$ cat src/rtl/sbf_map.vh
// Register offsets, field positions, reset values and fault codes for
// the bypass and fault status block.
// Assumes an 8-bit register space reached through a decoded serial port.
//
// What this block does
// - In bypass, host serial port is switched straight through to sensor bus.
// - Bypass keeps fusion, host interrupt and device-driven sensor power off.
// - Leaving bypass returns to the state held just before entering it.
// - Sensor registers are untouched on bypass entry; host changes persist.
// - Bypass control at 0xA0 bit 0: 1 enters bypass except from normal operation, 0 leaves it.
// - Bypass status at 0x9E bit 0 reads 1 while in bypass.
// - Processing control at 0x54 bit 0: 1 enters standby, 0 leaves it.
// - Processing status at 0x38 bit 0 reads 1 while in standby.
// - Hardware fault forces standby, sensors off and a host interrupt.
// - Event flags 0x35: bit 0 after processor reset, bit 1 on error.
// - Device condition 0x37 bit 2 flags a failed configuration load.
// - Device condition bit 3 shows idle in initialized or unprogrammed state.
// - Sensor faults 0x36: no-ack in bits 0-2, identity mismatch in 4-6.
// - Fault code 0x50: 0x00 none, 0x80 bad rate, 0x30 maths fault.
// - Fault code 0x21, 0x22, 0x24 for sensor initialization failure.
// - Fault code 0x11, 0x12, 0x14 for a sensor that stopped giving data.
// - Reading event flags returns them and then clears the whole register.
// - Writing 0x01 to 0x9B restarts the device into the unprogrammed state.
`ifndef SBF_MAP_VH
`define SBF_MAP_VH

`define SBF_OFS_EVENT_FLAGS 8'h35
`define SBF_OFS_SENSOR_FAULT 8'h36
`define SBF_OFS_DEV_COND 8'h37
`define SBF_OFS_PROC_STATE 8'h38
`define SBF_OFS_FAULT_CODE 8'h50
`define SBF_OFS_PROC_CTRL 8'h54
`define SBF_OFS_MAG_RATE 8'h55
`define SBF_OFS_ACC_RATE 8'h56
`define SBF_OFS_GYR_RATE 8'h57
`define SBF_OFS_RESTART 8'h9b
`define SBF_OFS_BYP_STATE 8'h9e
`define SBF_OFS_BYP_CTRL 8'ha0

`define SBF_BIT_RESTARTED 0
`define SBF_BIT_ERROR 1
`define SBF_BIT_LOAD_FAIL 2
`define SBF_BIT_IDLE 3
`define SBF_BIT_ENABLE 0

`define SBF_RESTART_CMD 8'h01
`define SBF_RST_EVENT 8'h01
`define SBF_RST_ZERO 8'h00

`define SBF_CODE_NONE 8'h00
`define SBF_CODE_BAD_RATE 8'h80
`define SBF_CODE_MATH 8'h30
`define SBF_CODE_INIT_BASE 8'h20
`define SBF_CODE_RATE_BASE 8'h10

`endif

$ cat src/rtl/sbf_bypass_fault_top.v
// Operating state, bypass switching and fault status registers of the
// motion coprocessor, as seen from the host.
// Assumes a serial slave front end that presents each register access
// as a one-cycle read or write strobe with an 8-bit address.
`timescale 1ns/10ps
`default_nettype none
`include "sbf_map.vh"
module sbf_bypass_fault_top
(
  input wire i_sys_clk,
  input wire i_reset_n,
  // Decoded register access
  input wire [7:0] i_reg_addr,
  input wire [7:0] i_reg_wdata,
  input wire i_reg_wr,
  input wire i_reg_rd,
  output reg [7:0] o_reg_rdata,
  output reg o_reg_rvalid,
  // Firmware and loader events
  input wire i_config_done,
  input wire i_run_request,
  input wire i_config_fail,
  input wire i_power_transient,
  input wire i_watchdog_trip,
  input wire i_error_event,
  input wire [2:0] i_no_ack,
  input wire [2:0] i_id_mismatch,
  input wire i_bad_rate,
  input wire i_math_fault,
  input wire [2:0] i_init_fail,
  input wire [2:0] i_rate_fail,
  // Host serial port pins
  input wire i_host_scl,
  input wire i_host_sda,
  output reg o_host_sda,
  output wire o_host_sda_oe_n,
  // Sensor bus pins and internal master requests
  input wire i_sen_scl,
  input wire i_sen_sda,
  output reg o_sen_scl,
  output wire o_sen_scl_oe_n,
  output reg o_sen_sda,
  output wire o_sen_sda_oe_n,
  input wire i_mst_scl_low,
  input wire i_mst_sda_low,
  // Block controls
  output reg o_fusion_enable,
  output reg o_sensor_power,
  output reg o_host_irq,
  output reg o_bypass_active
);
  localparam ST_UNPROG = 3'd0;
  localparam ST_INIT = 3'd1;
  localparam ST_NORMAL = 3'd2;
  localparam ST_STANDBY = 3'd3;
  localparam ST_BYPASS = 3'd4;

  reg [2:0] state_r;
  reg [2:0] state_nxt;
  reg [2:0] prior_r;
  reg [2:0] prior_nxt;
  reg proc_ctrl_r;
  reg proc_ctrl_nxt;
  reg byp_ctrl_r;
  reg byp_ctrl_nxt;
  reg [1:0] event_r;
  reg [1:0] event_nxt;
  reg [2:0] no_ack_r;
  reg [2:0] no_ack_nxt;
  reg [2:0] id_err_r;
  reg [2:0] id_err_nxt;
  reg load_fail_r;
  reg load_fail_nxt;
  reg [7:0] mag_rate_r;
  reg [7:0] mag_rate_nxt;
  reg [7:0] acc_rate_r;
  reg [7:0] acc_rate_nxt;
  reg [7:0] gyr_rate_r;
  reg [7:0] gyr_rate_nxt;
  reg [7:0] rdata_nxt;
  wire [7:0] fault_code;
  wire hw_fault;
  wire restart;
  wire wr_proc;
  wire wr_byp;
  wire rd_event;
  wire idle;
  wire byp_allowed;

  // Access decode; writes to status offsets simply match nothing here
  assign wr_proc = i_reg_wr && (i_reg_addr == `SBF_OFS_PROC_CTRL);
  assign wr_byp = i_reg_wr && (i_reg_addr == `SBF_OFS_BYP_CTRL);
  assign restart = i_reg_wr && (i_reg_addr == `SBF_OFS_RESTART) &&
                   (i_reg_wdata == `SBF_RESTART_CMD);
  assign rd_event = i_reg_rd && (i_reg_addr == `SBF_OFS_EVENT_FLAGS);

  // Any of these means the hardware can no longer be trusted
  assign hw_fault = i_config_fail | i_power_transient | i_watchdog_trip;

  assign idle = (state_r == ST_INIT) || (state_r == ST_UNPROG);

  // Bypass is refused from normal operation so fusion is never cut mid-run
  assign byp_allowed = (state_r == ST_STANDBY) || idle;

  // Fault code register, cleared only by a restart
  sbf_fault_enc u_fault_enc
  (
    .i_sys_clk(i_sys_clk),
    .i_reset_n(i_reset_n),
    .i_clear(restart),
    .i_bad_rate(i_bad_rate),
    .i_math_fault(i_math_fault),
    .i_init_fail(i_init_fail),
    .i_rate_fail(i_rate_fail),
    .o_code(fault_code)
  );

  // Pin switching follows the registered bypass flag
  sbf_od_bridge u_bridge
  (
    .i_sys_clk(i_sys_clk),
    .i_reset_n(i_reset_n),
    .i_bypass(o_bypass_active),
    .i_host_scl(i_host_scl),
    .i_host_sda(i_host_sda),
    .i_sen_sda(i_sen_sda),
    .i_mst_scl_low(i_mst_scl_low),
    .i_mst_sda_low(i_mst_sda_low),
    .o_host_sda_oe_n(o_host_sda_oe_n),
    .o_sen_scl_oe_n(o_sen_scl_oe_n),
    .o_sen_sda_oe_n(o_sen_sda_oe_n)
  );

  // Operating state and control bits; restart beats a fault, a fault
  // beats host writes, host writes beat firmware progress
  always @*
  begin
    state_nxt = state_r;
    prior_nxt = prior_r;
    proc_ctrl_nxt = proc_ctrl_r;
    byp_ctrl_nxt = byp_ctrl_r;
    if (restart)
    begin
      state_nxt = ST_UNPROG;
      prior_nxt = ST_UNPROG;
      proc_ctrl_nxt = 1'b0;
      byp_ctrl_nxt = 1'b0;
    end
    else if (hw_fault)
    begin
      state_nxt = ST_STANDBY;
      prior_nxt = ST_STANDBY;
      proc_ctrl_nxt = 1'b1;
      byp_ctrl_nxt = 1'b0;
    end
    else
    begin
      if (wr_proc)
        proc_ctrl_nxt = i_reg_wdata[`SBF_BIT_ENABLE];
      if (wr_byp)
        byp_ctrl_nxt = i_reg_wdata[`SBF_BIT_ENABLE];
      case (state_r)
        ST_UNPROG:
        begin
          if (wr_byp && i_reg_wdata[`SBF_BIT_ENABLE])
          begin
            prior_nxt = state_r;
            state_nxt = ST_BYPASS;
          end
          else if (wr_proc && i_reg_wdata[`SBF_BIT_ENABLE])
            state_nxt = ST_STANDBY;
          else if (i_config_done)
            state_nxt = ST_INIT;
        end
        ST_INIT:
        begin
          if (wr_byp && i_reg_wdata[`SBF_BIT_ENABLE])
          begin
            prior_nxt = state_r;
            state_nxt = ST_BYPASS;
          end
          else if (wr_proc && i_reg_wdata[`SBF_BIT_ENABLE])
            state_nxt = ST_STANDBY;
          else if (i_run_request)
            state_nxt = ST_NORMAL;
        end
        ST_NORMAL:
        begin
          if (wr_byp)
            byp_ctrl_nxt = 1'b0;
          if (wr_proc && i_reg_wdata[`SBF_BIT_ENABLE])
            state_nxt = ST_STANDBY;
        end
        ST_STANDBY:
        begin
          if (wr_byp && i_reg_wdata[`SBF_BIT_ENABLE])
          begin
            prior_nxt = state_r;
            state_nxt = ST_BYPASS;
          end
          else if (wr_proc && !i_reg_wdata[`SBF_BIT_ENABLE])
            state_nxt = ST_NORMAL;
        end
        ST_BYPASS:
        begin
          // Processing control writes are kept in the register but never change the state, not even after exit
          if (wr_byp && !i_reg_wdata[`SBF_BIT_ENABLE])
            state_nxt = prior_r;
        end
        default:
        begin
          state_nxt = ST_UNPROG;
        end
      endcase
    end
  end

  // Sticky flags; a new event in the cycle of its clear is kept
  always @*
  begin
    event_nxt = event_r;
    no_ack_nxt = no_ack_r;
    id_err_nxt = id_err_r;
    load_fail_nxt = load_fail_r;
    if (rd_event)
      event_nxt = 2'b00;
    if (restart)
    begin
      event_nxt = 2'b00;
      no_ack_nxt = 3'b000;
      id_err_nxt = 3'b000;
      load_fail_nxt = 1'b0;
    end
    if (restart)
      event_nxt[`SBF_BIT_RESTARTED] = 1'b1;
    if (i_error_event || hw_fault)
      event_nxt[`SBF_BIT_ERROR] = 1'b1;
    if (i_config_fail)
      load_fail_nxt = 1'b1;
    no_ack_nxt = no_ack_nxt | i_no_ack;
    id_err_nxt = id_err_nxt | i_id_mismatch;
  end

  // Sample rates are lost on a fault or restart
  always @*
  begin
    mag_rate_nxt = mag_rate_r;
    acc_rate_nxt = acc_rate_r;
    gyr_rate_nxt = gyr_rate_r;
    if (restart || hw_fault)
    begin
      mag_rate_nxt = `SBF_RST_ZERO;
      acc_rate_nxt = `SBF_RST_ZERO;
      gyr_rate_nxt = `SBF_RST_ZERO;
    end
    else if (i_reg_wr)
    begin
      case (i_reg_addr)
        `SBF_OFS_MAG_RATE: mag_rate_nxt = i_reg_wdata;
        `SBF_OFS_ACC_RATE: acc_rate_nxt = i_reg_wdata;
        `SBF_OFS_GYR_RATE: gyr_rate_nxt = i_reg_wdata;
        default: mag_rate_nxt = mag_rate_r;
      endcase
    end
  end

  // Read mux; unmapped and write-only offsets read as zero
  always @*
  begin
    case (i_reg_addr)
      `SBF_OFS_EVENT_FLAGS: rdata_nxt = {6'h00, event_r};
      `SBF_OFS_SENSOR_FAULT: rdata_nxt = {1'b0, id_err_r, 1'b0, no_ack_r};
      `SBF_OFS_DEV_COND: rdata_nxt = {4'h0, idle, load_fail_r, 2'b00};
      `SBF_OFS_PROC_STATE: rdata_nxt = {7'h00, state_r == ST_STANDBY};
      `SBF_OFS_FAULT_CODE: rdata_nxt = fault_code;
      `SBF_OFS_PROC_CTRL: rdata_nxt = {7'h00, proc_ctrl_r};
      `SBF_OFS_MAG_RATE: rdata_nxt = mag_rate_r;
      `SBF_OFS_ACC_RATE: rdata_nxt = acc_rate_r;
      `SBF_OFS_GYR_RATE: rdata_nxt = gyr_rate_r;
      `SBF_OFS_BYP_STATE: rdata_nxt = {7'h00, state_r == ST_BYPASS};
      `SBF_OFS_BYP_CTRL: rdata_nxt = {7'h00, byp_ctrl_r};
      default: rdata_nxt = 8'h00;
    endcase
  end

  // State registers; reset behaves like a restart with the flag raised
  always @(posedge i_sys_clk or negedge i_reset_n)
  begin
    if (!i_reset_n)
    begin
      state_r <= ST_UNPROG;
      prior_r <= ST_UNPROG;
      proc_ctrl_r <= 1'b0;
      byp_ctrl_r <= 1'b0;
      event_r <= 2'b01;
      no_ack_r <= 3'b000;
      id_err_r <= 3'b000;
      load_fail_r <= 1'b0;
      mag_rate_r <= `SBF_RST_ZERO;
      acc_rate_r <= `SBF_RST_ZERO;
      gyr_rate_r <= `SBF_RST_ZERO;
    end
    else
    begin
      state_r <= state_nxt;
      prior_r <= prior_nxt;
      proc_ctrl_r <= proc_ctrl_nxt;
      byp_ctrl_r <= byp_ctrl_nxt;
      event_r <= event_nxt;
      no_ack_r <= no_ack_nxt;
      id_err_r <= id_err_nxt;
      load_fail_r <= load_fail_nxt;
      mag_rate_r <= mag_rate_nxt;
      acc_rate_r <= acc_rate_nxt;
      gyr_rate_r <= gyr_rate_nxt;
    end
  end

  // Output flops; read data are taken in the strobe cycle and shown one cycle later
  always @(posedge i_sys_clk or negedge i_reset_n)
  begin
    if (!i_reset_n)
    begin
      o_reg_rdata <= 8'h00;
      o_reg_rvalid <= 1'b0;
      o_host_sda <= 1'b0;
      o_sen_scl <= 1'b0;
      o_sen_sda <= 1'b0;
      o_fusion_enable <= 1'b0;
      o_sensor_power <= 1'b0;
      o_host_irq <= 1'b0;
      o_bypass_active <= 1'b0;
    end
    else
    begin
      o_reg_rvalid <= i_reg_rd;
      if (i_reg_rd)
        o_reg_rdata <= rdata_nxt;
      o_host_sda <= 1'b0;
      o_sen_scl <= 1'b0;
      o_sen_sda <= 1'b0;
      // Sensor settings are never rewritten by this block around bypass
      o_fusion_enable <= (state_nxt == ST_NORMAL);
      o_sensor_power <= (state_nxt == ST_NORMAL);
      o_host_irq <= (event_nxt != 2'b00) && (state_nxt != ST_BYPASS);
      o_bypass_active <= (state_nxt == ST_BYPASS);
    end
  end

endmodule // sbf_bypass_fault_top
`default_nettype wire

$ cat src/rtl/sbf_fault_enc.v
// Fault code encoder: latches the highest-priority fault as a code.
// Assumes fault inputs are one-cycle or level reports from firmware.
`timescale 1ns/10ps
`default_nettype none
`include "sbf_map.vh"
module sbf_fault_enc
(
  input wire i_sys_clk,
  input wire i_reset_n,
  input wire i_clear,
  input wire i_bad_rate,
  input wire i_math_fault,
  input wire [2:0] i_init_fail,
  input wire [2:0] i_rate_fail,
  output reg [7:0] o_code
);
  // Lowest bit first so one sensor code is reported at a time
  reg [2:0] init_one;
  reg [2:0] rate_one;
  always @*
  begin
    init_one = i_init_fail & (~i_init_fail + 3'h1);
    rate_one = i_rate_fail & (~i_rate_fail + 3'h1);
  end

  // The newest fault overwrites the code; clear needs a restart, and a
  // fault reported in the restart cycle is kept so it is never lost
  always @(posedge i_sys_clk or negedge i_reset_n)
  begin
    if (!i_reset_n)
      o_code <= `SBF_CODE_NONE;
    else if (i_bad_rate)
      o_code <= `SBF_CODE_BAD_RATE;
    else if (i_math_fault)
      o_code <= `SBF_CODE_MATH;
    else if (|i_init_fail)
      o_code <= `SBF_CODE_INIT_BASE | {5'h00, init_one};
    else if (|i_rate_fail)
      o_code <= `SBF_CODE_RATE_BASE | {5'h00, rate_one};
    else if (i_clear)
      o_code <= `SBF_CODE_NONE;
  end
endmodule // sbf_fault_enc
`default_nettype wire

$ cat src/rtl/sbf_od_bridge.v
// Open-drain switch between host serial port, sensor bus and the
// internal sensor master. Assumes all pin levels are synchronous.
`timescale 1ns/10ps
`default_nettype none
module sbf_od_bridge
(
  input wire i_sys_clk,
  input wire i_reset_n,
  input wire i_bypass,
  input wire i_host_scl,
  input wire i_host_sda,
  input wire i_sen_sda,
  input wire i_mst_scl_low,
  input wire i_mst_sda_low,
  output reg o_host_sda_oe_n,
  output reg o_sen_scl_oe_n,
  output reg o_sen_sda_oe_n
);
  // A low seen on one side is copied to the other; a side we are already
  // pulling low is not echoed back, which would latch the line low forever
  always @(posedge i_sys_clk or negedge i_reset_n)
  begin
    if (!i_reset_n)
    begin
      o_host_sda_oe_n <= 1'b1;
      o_sen_scl_oe_n <= 1'b1;
      o_sen_sda_oe_n <= 1'b1;
    end
    else if (i_bypass)
    begin
      // Internal master is cut off, so sensor settings change only by the host
      o_sen_scl_oe_n <= i_host_scl;
      o_sen_sda_oe_n <= i_host_sda | ~o_host_sda_oe_n;
      o_host_sda_oe_n <= i_sen_sda | ~o_sen_sda_oe_n;
    end
    else
    begin
      o_sen_scl_oe_n <= ~i_mst_scl_low;
      o_sen_sda_oe_n <= ~i_mst_sda_low;
      o_host_sda_oe_n <= 1'b1;
    end
  end
endmodule // sbf_od_bridge
`default_nettype wire
$ cat config.mk
export PLATFORM = sky130hd
export DESIGN_NAME = sbf_bypass_fault_top
export DESIGN_NICKNAME = d
export VERILOG_FILES = /design/src/rtl/sbf_bypass_fault_top.v /design/src/rtl/sbf_fault_enc.v /design/src/rtl/sbf_od_bridge.v
export VERILOG_INCLUDE_DIRS = /design/src /design/src/rtl
export SDC_FILE = /design/constraint.sdc
export NUM_CORES = 1
export LEC_CHECK = 0
export BUFFER_PORTS_ARGS = -buffer_cell sky130_fd_sc_hd__buf_2
export CAP_MARGIN = 15
export CORE_MARGIN = 5
export CORE_UTILIZATION = 45
export CTS_BUF_LIST = sky130_fd_sc_hd__clkbuf_8
export DETAILED_ROUTE_END_ITERATION = 10
export PLACE_DENSITY = 0.7
export SLEW_MARGIN = 0
export SYNTH_ARGS = -nofsm -noshare
export SYNTH_HDL_FRONTEND = slang
export SYNTH_SLANG_ARGS = --single-unit
$ cat constraint.sdc
create_clock -name i_sys_clk -period 1.91 [get_ports i_sys_clk]
set_clock_uncertainty 0.1 [all_clocks]
set_input_delay 0.0955 -clock i_sys_clk [delete_from_list [all_inputs] [get_ports i_sys_clk]]
set_output_delay 0.0955 -clock i_sys_clk [all_outputs]
set_load 0.02 [all_outputs]
# Yosys cells after proc, flatten, opt, wreduce, memory -nomap -nowiden
# Index checks and enable logic that the tools add are counted.
classes:
  n_addsub: 2
  multipliers: 0
  n_div: 0
  magnitude_cmp: 0
  n_eq_ne: 20
  n_shift: 0
  muxes: 51
  bitwise: 14
  n_reduce_logical: 32
op_table:
  columns: ["cell", "n"]
  rows:
  - ["$mux W8", 14]
  - ["$pmux W8 S11", 1]
  - ["$mux W3", 18]
  - ["$eq A8 B7 Y1 const B", 5]
  - ["$eq A8 B6 Y1 const B", 4]
  - ["$eq A8 B8 Y1 const B", 3]
  - ["$mux W1", 15]
  - ["$pmux W3 S5", 1]
  - ["$reduce_bool A2 Y1", 6]
  - ["$logic_and A1 B1 Y1", 10]
  - ["$eq A3 B2 Y1 const B", 3]
  - ["$reduce_bool A3 Y1", 3]
  - ["$reduce_or A3 Y1", 3]
  - ["$eq A8 B1 Y1 const B", 1]
  - ["$reduce_and A2 Y1", 4]
  - ["$add A3 B1 Y3 const B", 2]
  - ["$and A3 B3 Y3", 2]
  - ["$eq A3 B3 Y1 const B", 2]
  - ["$not A3 Y3", 2]
  - ["$or A3 B3 Y3", 2]
  - ["$reduce_bool A5 Y1", 1]
  - ["$mux W2", 2]
  - ["$not A1 Y1", 4]
  - ["$or A1 B1 Y1", 4]
  - ["5 further kinds", 7]
totals:
  register_bits: 64
  latchBits: 0
  ram_bits: 0
  romBits: 0
  mem_count: 0

# Depth between registers and ports, before layout
# Gate-level depths: netlist of the first run.
depth:
  ltp_word: 10
  ltp_mapped: 8

# Modules after synthesis
# A second synthesis of the first run with hierarchy kept.
hier_totals:
  hier_cells: 313
  hier_area_um2: 3219.3
modules_own_cells:
  columns: ["mod", "instances", "cells_per_inst", "area_per_inst_um2", "seq_area_each_um2"]
  rows:
  - ["sbf_bypass_fault_top", 1, 269, 2790.2, 1327.5]
  - ["sbf_fault_enc", 1, 36, 317.8, 150.1]
  - ["sbf_od_bridge", 1, 8, 111.4, 78.8]

# Worst setup path before layout of the first run
# No wires, ideal clock.
synth_timing:
  path_type: "input to register"
  start: "input i_reg_addr[2]"
  end: "register u_fault_enc.o_code[0]"
  setup_ns: 0.118
  t_arrival_ns: 1.681
  required_ns: 1.692
  slack_ns: 0.011
  path_stages: 8
  n_path_buf: 3
  cell_sequence: "buf_6 > nor4_2 > nand2_1 > or4_1 > buf_2 > and3_1 > buf_6 > a21o_1"
synth_between:
  elab_chain_cells: 4
synth_lines:
  columns: ["element", "line", "source"]
  rows:
  - ["start: declaration", "sbf_bypass_fault_top.v:13", "input wire [7:0] i_reg_addr,"]
  - ["$eq A8 B8 Y1 (no line)", null, null]
  - ["$logic_and A1 B1 Y1 (2 in series)", "sbf_bypass_fault_top.v:93", "assign restart = i_reg_wr && (i_reg_addr == `SBF_OFS_RESTART) &&"]
  - ["$reduce_bool A5 Y1 (no line)", null, null]
  - ["end signal: assignment", "sbf_fault_enc.v:31", "o_code <= `SBF_CODE_NONE;"]
  - ["end signal: assignment", "sbf_fault_enc.v:33", "o_code <= `SBF_CODE_BAD_RATE;"]
  - ["end signal: assignment", "sbf_fault_enc.v:35", "o_code <= `SBF_CODE_MATH;"]
  - ["end: declaration", "sbf_fault_enc.v:15", "output reg [7:0] o_code"]
# No other way between the ends.
# A chain may end at the register's enable or synchronous reset.

# Worst setup path in the final report of the first run
layout_timing:
  start: "register acc_rate_r[0]"
  end: "register o_reg_rdata[0]"
layout_between:
  elab_chain_cells: 1
layout_lines:
  columns: ["element", "line", "source"]
  rows:
  - ["start: declaration", "sbf_bypass_fault_top.v:76", "reg [7:0] acc_rate_r;"]
  - ["start signal: assignment", "sbf_bypass_fault_top.v:300", "acc_rate_r <= `SBF_RST_ZERO;"]
  - ["start signal: assignment", "sbf_bypass_fault_top.v:314", "acc_rate_r <= acc_rate_nxt;"]
  - ["$pmux W8 S11", "sbf_bypass_fault_top.v:270", "case (i_reg_addr)"]
  - ["end signal: assignment", "sbf_bypass_fault_top.v:338", "o_reg_rdata <= rdata_nxt;"]
  - ["end: declaration", "sbf_bypass_fault_top.v:17", "output reg [7:0] o_reg_rdata,"]
# No other way between the ends.

==> results of run 1 <==
layout by cell type, fill, tap and decap left out, drive strengths merged, types with 5 or more instances in the layout:
cell type / Yosys / routed
inv: 12 / 15
a211oi: 6 / 6
nand3b: 5 / 5
dlygate4sd3: 0 / 21
dfrtp: 58 / 58
nor4: 5 / 5
nand3: 19 / 19
clkbuf: 11 / 9
mux2i: 12 / 12
nor2: 23 / 23
nand2: 31 / 31
nor3: 11 / 11
a21o: 11 / 11
buf: 13 / 104
a21oi: 29 / 29
o22ai: 9 / 9
tightest hold or removal path: stages:
cell and delay (ns):
buf_2 0.09, buf_4 0.11, mux2i_1 0.06, nor2_1 0.08
layer usage:
| layer | GRT usage, % | vias to the layer above | wire length (microns) |
|---|---|---|---|
| li1 | - | 1466 | - |
| met1 | 31.1 | 1547 | 4170 |
| met2 | 32.8 | 133 | 4360 |
| met3 | 4.89 | 19 | 629 |
| met4 | 7.81 | 0 | 207 |
| met5 | 0 | - | 0 |
cells by family after synthesis:
logic type,count (synthesis)
multiplexers,14
flip-flops,62
other,1
AO/OA/AOI/OAI,87
buffers and inverters,36
AND/OR/NAND/NOR,134
repair_timing:
action | 4_1_cts | 5_1_grt
setup endpoints to repair | 0 | 2
hold buffers | 21 | 0
gates resized for setup | 0 | 2
setup buffers | 0 | 0
hold endpoints to repair | 48 | 0
stage by stage:
step / setup TNS, ns / total power [W]
floorplan: 0 / 0.00146
global placement: -0.141 / 0.00161
detailed placement: -0.495 / 0.00162
CTS: 0 / 0.00270
global route: 0 / 0.00280
finish: 0 / 0.00269
synthesized netlist by cell type (9+ instances only):
cell type and number:
a21o_1 11, nand3_1 19, dfrtp_1 58, a21oi_1 28, nand2_1 30, nor3_1 11, clkbuf_1 11, o22ai_1 9
inv_1 12, mux2i_1 12, nor2_1 23
sequential cells by signal (all words and copies together), names as in the netlist:
signal / count
acc_rate_r: 8
byp_ctrl_r: 1
event_r: 2
gyr_rate_r: 8
id_err_r: 3
load_fail_r: 1
mag_rate_r: 8
no_ack_r: 3
o_bypass_active: 1
o_host_irq: 1
o_reg_rdata: 8
o_reg_rvalid: 1
o_sensor_power: 1
prior_r: 3
proc_ctrl_r: 1
state_r: 3
u_bridge.o_host_sda_oe_n: 1
u_bridge.o_sen_scl_oe_n: 1
u_bridge.o_sen_sda_oe_n: 1
u_fault_enc.o_code: 6
report_power, final:
group,total (W),internal [W],switching (W)
clock,0.00106,0.000487,0.000570
combinational,0.000300,0.000135,0.000165
sequential,0.00133,0.00132,0.00000554
total,0.00269,0.00194,0.000741
layout make-up:
class,count,area [sq um]
multi-input combinational,238,1560
clock inverter,7,57.6
clock buffer,9,124
tap,99,124
fill,644,2830
sequential,62,1560
inverter,12,45.0
timing repair buffer,125,878
worst min-delay path by stage:
stage                              start               endpoint  slack (ns)
after detailed placement       i_reset_n             prior_r[1]        0.04
final                     i_reg_wdata[1]          gyr_rate_r[1]        0.02
after global placement         i_reset_n             prior_r[1]        0.03
after CTS                 i_init_fail[1]  u_fault_enc.o_code[1]       0.009
after global routing      i_reg_wdata[7]          gyr_rate_r[7]        0.02
after floorplan                i_reset_n          acc_rate_r[0]       -0.30
==> out/qor.csv, run 1 <==
metric,value,unit
Syn. warnings,0,
Slowest cell on crit path,mux4_2,
reg2reg path depth,5,
Top Ports,65,
initial antenna violation count,0,
Worst-Margin Slew,0.597,ns
Post-DP HPWL,7100,microns
PD cells,618,mW/mm^2
Yosys top cell by area,dfrtp_1,
crit path max fanout,2,
final WL,9380,microns
CP bufs+invs,0,
Via Count,3165,
final instance area,0.00435,sq mm
Netlist cell types,64,
Post-Route Utilization,60.6,%
CTS Sinks,62,
unrepaired setup endpoints after global routing,no,
# diodes,0,
Setup WS pre-CTS,-0.110,ns
CTS Buf Count,9,
setup ws final,0.116,ns
Core Region,0.00718,sq mm
Synth async-reset ratio,100,%
crit path launch type,register,
Die Footprint,0.00908,sq mm
cell count along the critical path,5,
Post-synth EDFFs,0,
max-slew violation count,0,
DR iter-0 viols,165,
worst min-delay path class,input port to register,
delay of the slowest cell on the worst path,0.47,ns
TritonRoute pass-1 iters,4,
status,"finished, final reports clean",
period utilization,93.9,%
global-route wire length before repair,15200,microns
fin crit period,1.79,ns
# DRC,0,
Main synth FF type,dfrtp_1,
clock slew at reported path FFs,0.08,ns
clk root buf,clkbuf_8,
placed insts,515,
Crit. End Element,register,
Final Non-Filler Cells,552,
"CP delay by family, top",compound AO/OA/AOI/OAI gates,
Port Buf Inserts,60,
Required @ worst endpoint,2.03,ns
Max rail drop VDD,0.000317,V
Worst R2R Start,acc_rate_r[0],
Max Root-Sink Buffers,2,
flop2flop setup slack,0.12,ns
Synth Area in Compound Gates,18.5,%
f_max,0.557,GHz
largest family of logic cells by synthesized area,simple AND/OR/NAND/NOR gates,
via/cell ratio,5.73,
Layout area overhead,32.8,%
Mapped Area,0.00327,sq mm
relative slew slack,60.2,%
chip height,95.3,microns
max-cap violations,0,
drt wl/cell,17.0,microns
multiplexer share of the synthesized area,4.70,%
Total GRT Usage,21.9,%
share of layout cells above drive strength 1,30.5,%
H-Tree Depth,3,
CP Class,register to register,
Worst Setup SP,acc_rate_r[0],
largest net degree at the start of global routing,38,
WHS Path Cells,4,
GP Congestion,0.889,
top cell type's share of synthesized area,44.3,%
Routed Antenna Nets,0,
final setup vio count,0,
vias in the first global route,3020,
simple-gate share of the synthesized area,23.8,%
critical-path cell list,mux4_2 > and3_1 > a221o_1 > a211oi_2 > o22ai_1,
final net count,494,
R2R Path End,o_reg_rdata[0],
"Clk Latency, worst-skew pair",0.35,ns
effective utilization at floorplan,45.6,%
WHS,0.0155,ns
Die X,95.3,microns
Pleak,1.91,nW
"top cells by area, synth","dfrtp_1, a21oi_1, mux2i_1, nand2_1, dfstp_2",
Synth Area per Inst,9.80,sq um
post-synthesis adder-cell area fraction,0,%
Setup crit end,o_reg_rdata[0],
Syn Inst Count,334,
Post-DP Area,0.00395,sq mm
post-synthesis xor/xnor area fraction,0,%
Hold Fails Final Rpt,0,
CTS tree,built,
Yosys reg bits,62,
Std-Cell Rows,31,
post-synthesis sequential area ratio,47.6,%
WP data arrival,1.91,ns
Congestion Overflow GR,0,
Note: power is estimated with default switching activity, not from simulation.
==> run 2: changes to the inputs <==
--- a/config.mk
+++ b/config.mk
@@ -12,7 +12,7 @@
 export CORE_UTILIZATION = 45
 export CTS_BUF_LIST = sky130_fd_sc_hd__clkbuf_8
 export DETAILED_ROUTE_END_ITERATION = 10
-export PLACE_DENSITY = 0.7
+export PLACE_DENSITY = 0.65
 export SLEW_MARGIN = 0
 export SYNTH_ARGS = -nofsm -noshare
 export SYNTH_HDL_FRONTEND = slang
==> out/qor.csv, run 2 (synthesized netlist as in run 1, its figures left out) <==
metric,value,unit,change
crit path max fanout,2,,unchanged
Max Root-Sink Buffers,2,,unchanged
PD cells,665,mW/mm^2,was 618 mW/mm^2
clk root buf,clkbuf_8,,unchanged
violated checks,negative hold slack,,
Crit. End Element,register,,unchanged
status,"finished, violations left",,"was finished, final reports clean"
Via Count,3107,,was 3165
H-Tree Depth,3,,unchanged
effective utilization at floorplan,45.6,%,unchanged
final WL,9300,microns,was 9380 microns
Max rail drop VDD,0.000297,V,was 0.000317 V
Final Non-Filler Cells,557,,was 552
Internal Power,0.00221,W,was 0.00194 W
"Clk Latency, worst-skew pair",0.35,ns,about the same
Post-DP Area,0.00396,sq mm,was 0.00395 sq mm
CTS Sinks,62,,unchanged
Sw Ratio,24.8,%,was 27.6%
f_max,0.552,GHz,was 0.557 GHz
Hold Fails Final Rpt,1,,was 0
final instance area,0.00442,sq mm,was 0.00435 sq mm
GP Congestion,0.875,,was 0.889
Total GRT Usage,21.7,%,was 21.9%
Congestion Overflow GR,0,,unchanged
unrepaired setup endpoints after global routing,no,,unchanged
CTS Buf Count,9,,unchanged
global-route wire length before repair,15000,microns,was 15200 microns
share of layout cells above drive strength 1,30.8,%,was 30.5%
sequential share of power,45.2,%,was 49.5%
final net count,499,,was 494
crit path launch type,register,,unchanged
Core Region,0.00718,sq mm,unchanged
"commonest non-fill, non-tap cell in the layout",buf_2,,unchanged
Sw Pwr,0.000727,W,was 0.000741 W
clock slew at reported path FFs,0.08,ns,about the same
WHS,-0.00417,ns,was 0.0155 ns
CP Class,register to register,,unchanged
largest net degree at the start of global routing,63,,was 38
vias in the first global route,2936,,was 3020
WL met1,4240,microns,was 4170 microns
uppermost layer routed,met4,,unchanged
Layout area overhead,35.0,%,was 32.8%
max-slew violation count,0,,unchanged
# diodes,0,,unchanged
CTS tree,built,,unchanged
"commonest non-fill, non-tap cells in the layout","buf_2, dfrtp_1, buf_4, nand2_1, a21oi_1",,unchanged
final setup vio count,0,,unchanged
Pwr Total,0.00294,W,was 0.00269 W
WP data arrival,1.93,ns,was 1.91 ns
Routed met2 length,4310,microns,was 4360 microns
Std-Cell Rows,31,,unchanged
Clock power frac,44.6,%,was 39.4%
Die Footprint,0.00908,sq mm,unchanged
setup TNS,0,ns,unchanged
Logic pwr share,10.2,%,was 11.2%
Required @ worst endpoint,2.03,ns,about the same
worst min-delay path class,input port to register,,unchanged
initial antenna violation count,0,,unchanged
Post-DP HPWL,6740,microns,was 7100 microns
via/cell ratio,5.58,,was 5.73
fin crit period,1.81,ns,was 1.79 ns
# DRC,0,,unchanged
met3 WL,596,microns,was 629 microns
chip height,95.3,microns,unchanged
Port Buf Inserts,60,,unchanged
Routed Antenna Nets,0,,unchanged
DR iter-0 viols,217,,was 165
drt wl/cell,16.7,microns,was 17.0 microns
max-cap violations,0,,unchanged
Pleak,1.96,nW,was 1.91 nW
period utilization,94.8,%,was 93.9%
Die X,95.3,microns,unchanged
Top Ports,65,,unchanged
placed insts,518,,was 515
TritonRoute pass-1 iters,5,,was 4
Post-CTS Setup Repair Bufs,0,,unchanged
## run 2: critical path, cell delays in order (launching register included)
cell and delay (ns):
dfrtp_1 0.38, mux4_2 0.50, and3_1 0.20, a221o_1 0.27, a211oi_2 0.15, o22ai_1 0.09
## run 2: final timing paths
check | start | endpoint | slack, ns | cells past startpoint
min | i_power_transient | event_r[1] | -0.004 | 4
max in group asynchronous | i_reset_n | event_r[0] | 1.20 | 3
min in group asynchronous | i_reset_n | acc_rate_r[0] | 0.19 | 3
max | gyr_rate_r[0] | o_reg_rdata[0] | 0.1 | 5
max reg2reg | gyr_rate_r[0] | o_reg_rdata[0] | 0.1 | 5
min reg2reg | load_fail_r | load_fail_r | 0.38 | 1
## run 2: metal layers
metal | track usage, % | vias up
met1 | 31.0 | 1507
met5 | 0 | -
met2 | 32.7 | 112
met3 | 3.39 | 14
li1 | - | 1474
met4 | 9.01 | 0
## run 2: final cells by class
class / instances / area, sq um
clock buffers: 9 / 124
clock inverters: 7 / 100
well taps: 99 / 124
flip-flops and latches: 62 / 1560
inverters: 12 / 45.0
fillers: 606 / 2760
repair buffers: 130 / 908
multi-input cells: 238 / 1560
## run 2: power by group through the flow
stage	Clock [W]	Combinational, W	Sequential (W)
after floorplan	0	0.000101	0.00136
after detailed placement	0	0.000261	0.00135
after global routing	0.00140	0.000328	0.00133
after CTS	0.00133	0.000298	0.00133
final	0.00131	0.000299	0.00133
after global placement	0	0.000259	0.00135
## run 2: what timing repair did
item                       4_1_cts  5_1_grt
hold endpoints to repair        97        0
setup endpoints to repair        0        1
resized for setup                0        1
hold buffers                    23        0
## run 2: stage by stage
stage	setup WS, ns	util (%)	hold WS, ns
4_1_cts	0.0750	61.5	0.000399
2_1_floorplan	0.0112	-	-0.300
3_3_place_gp	-0.102	55.2	0.0281
3_5_place_dp	-0.214	55.2	0.0321
5_1_grt	0.0103	61.6	0.0225
6_report	0.0984	61.6	-0.00417
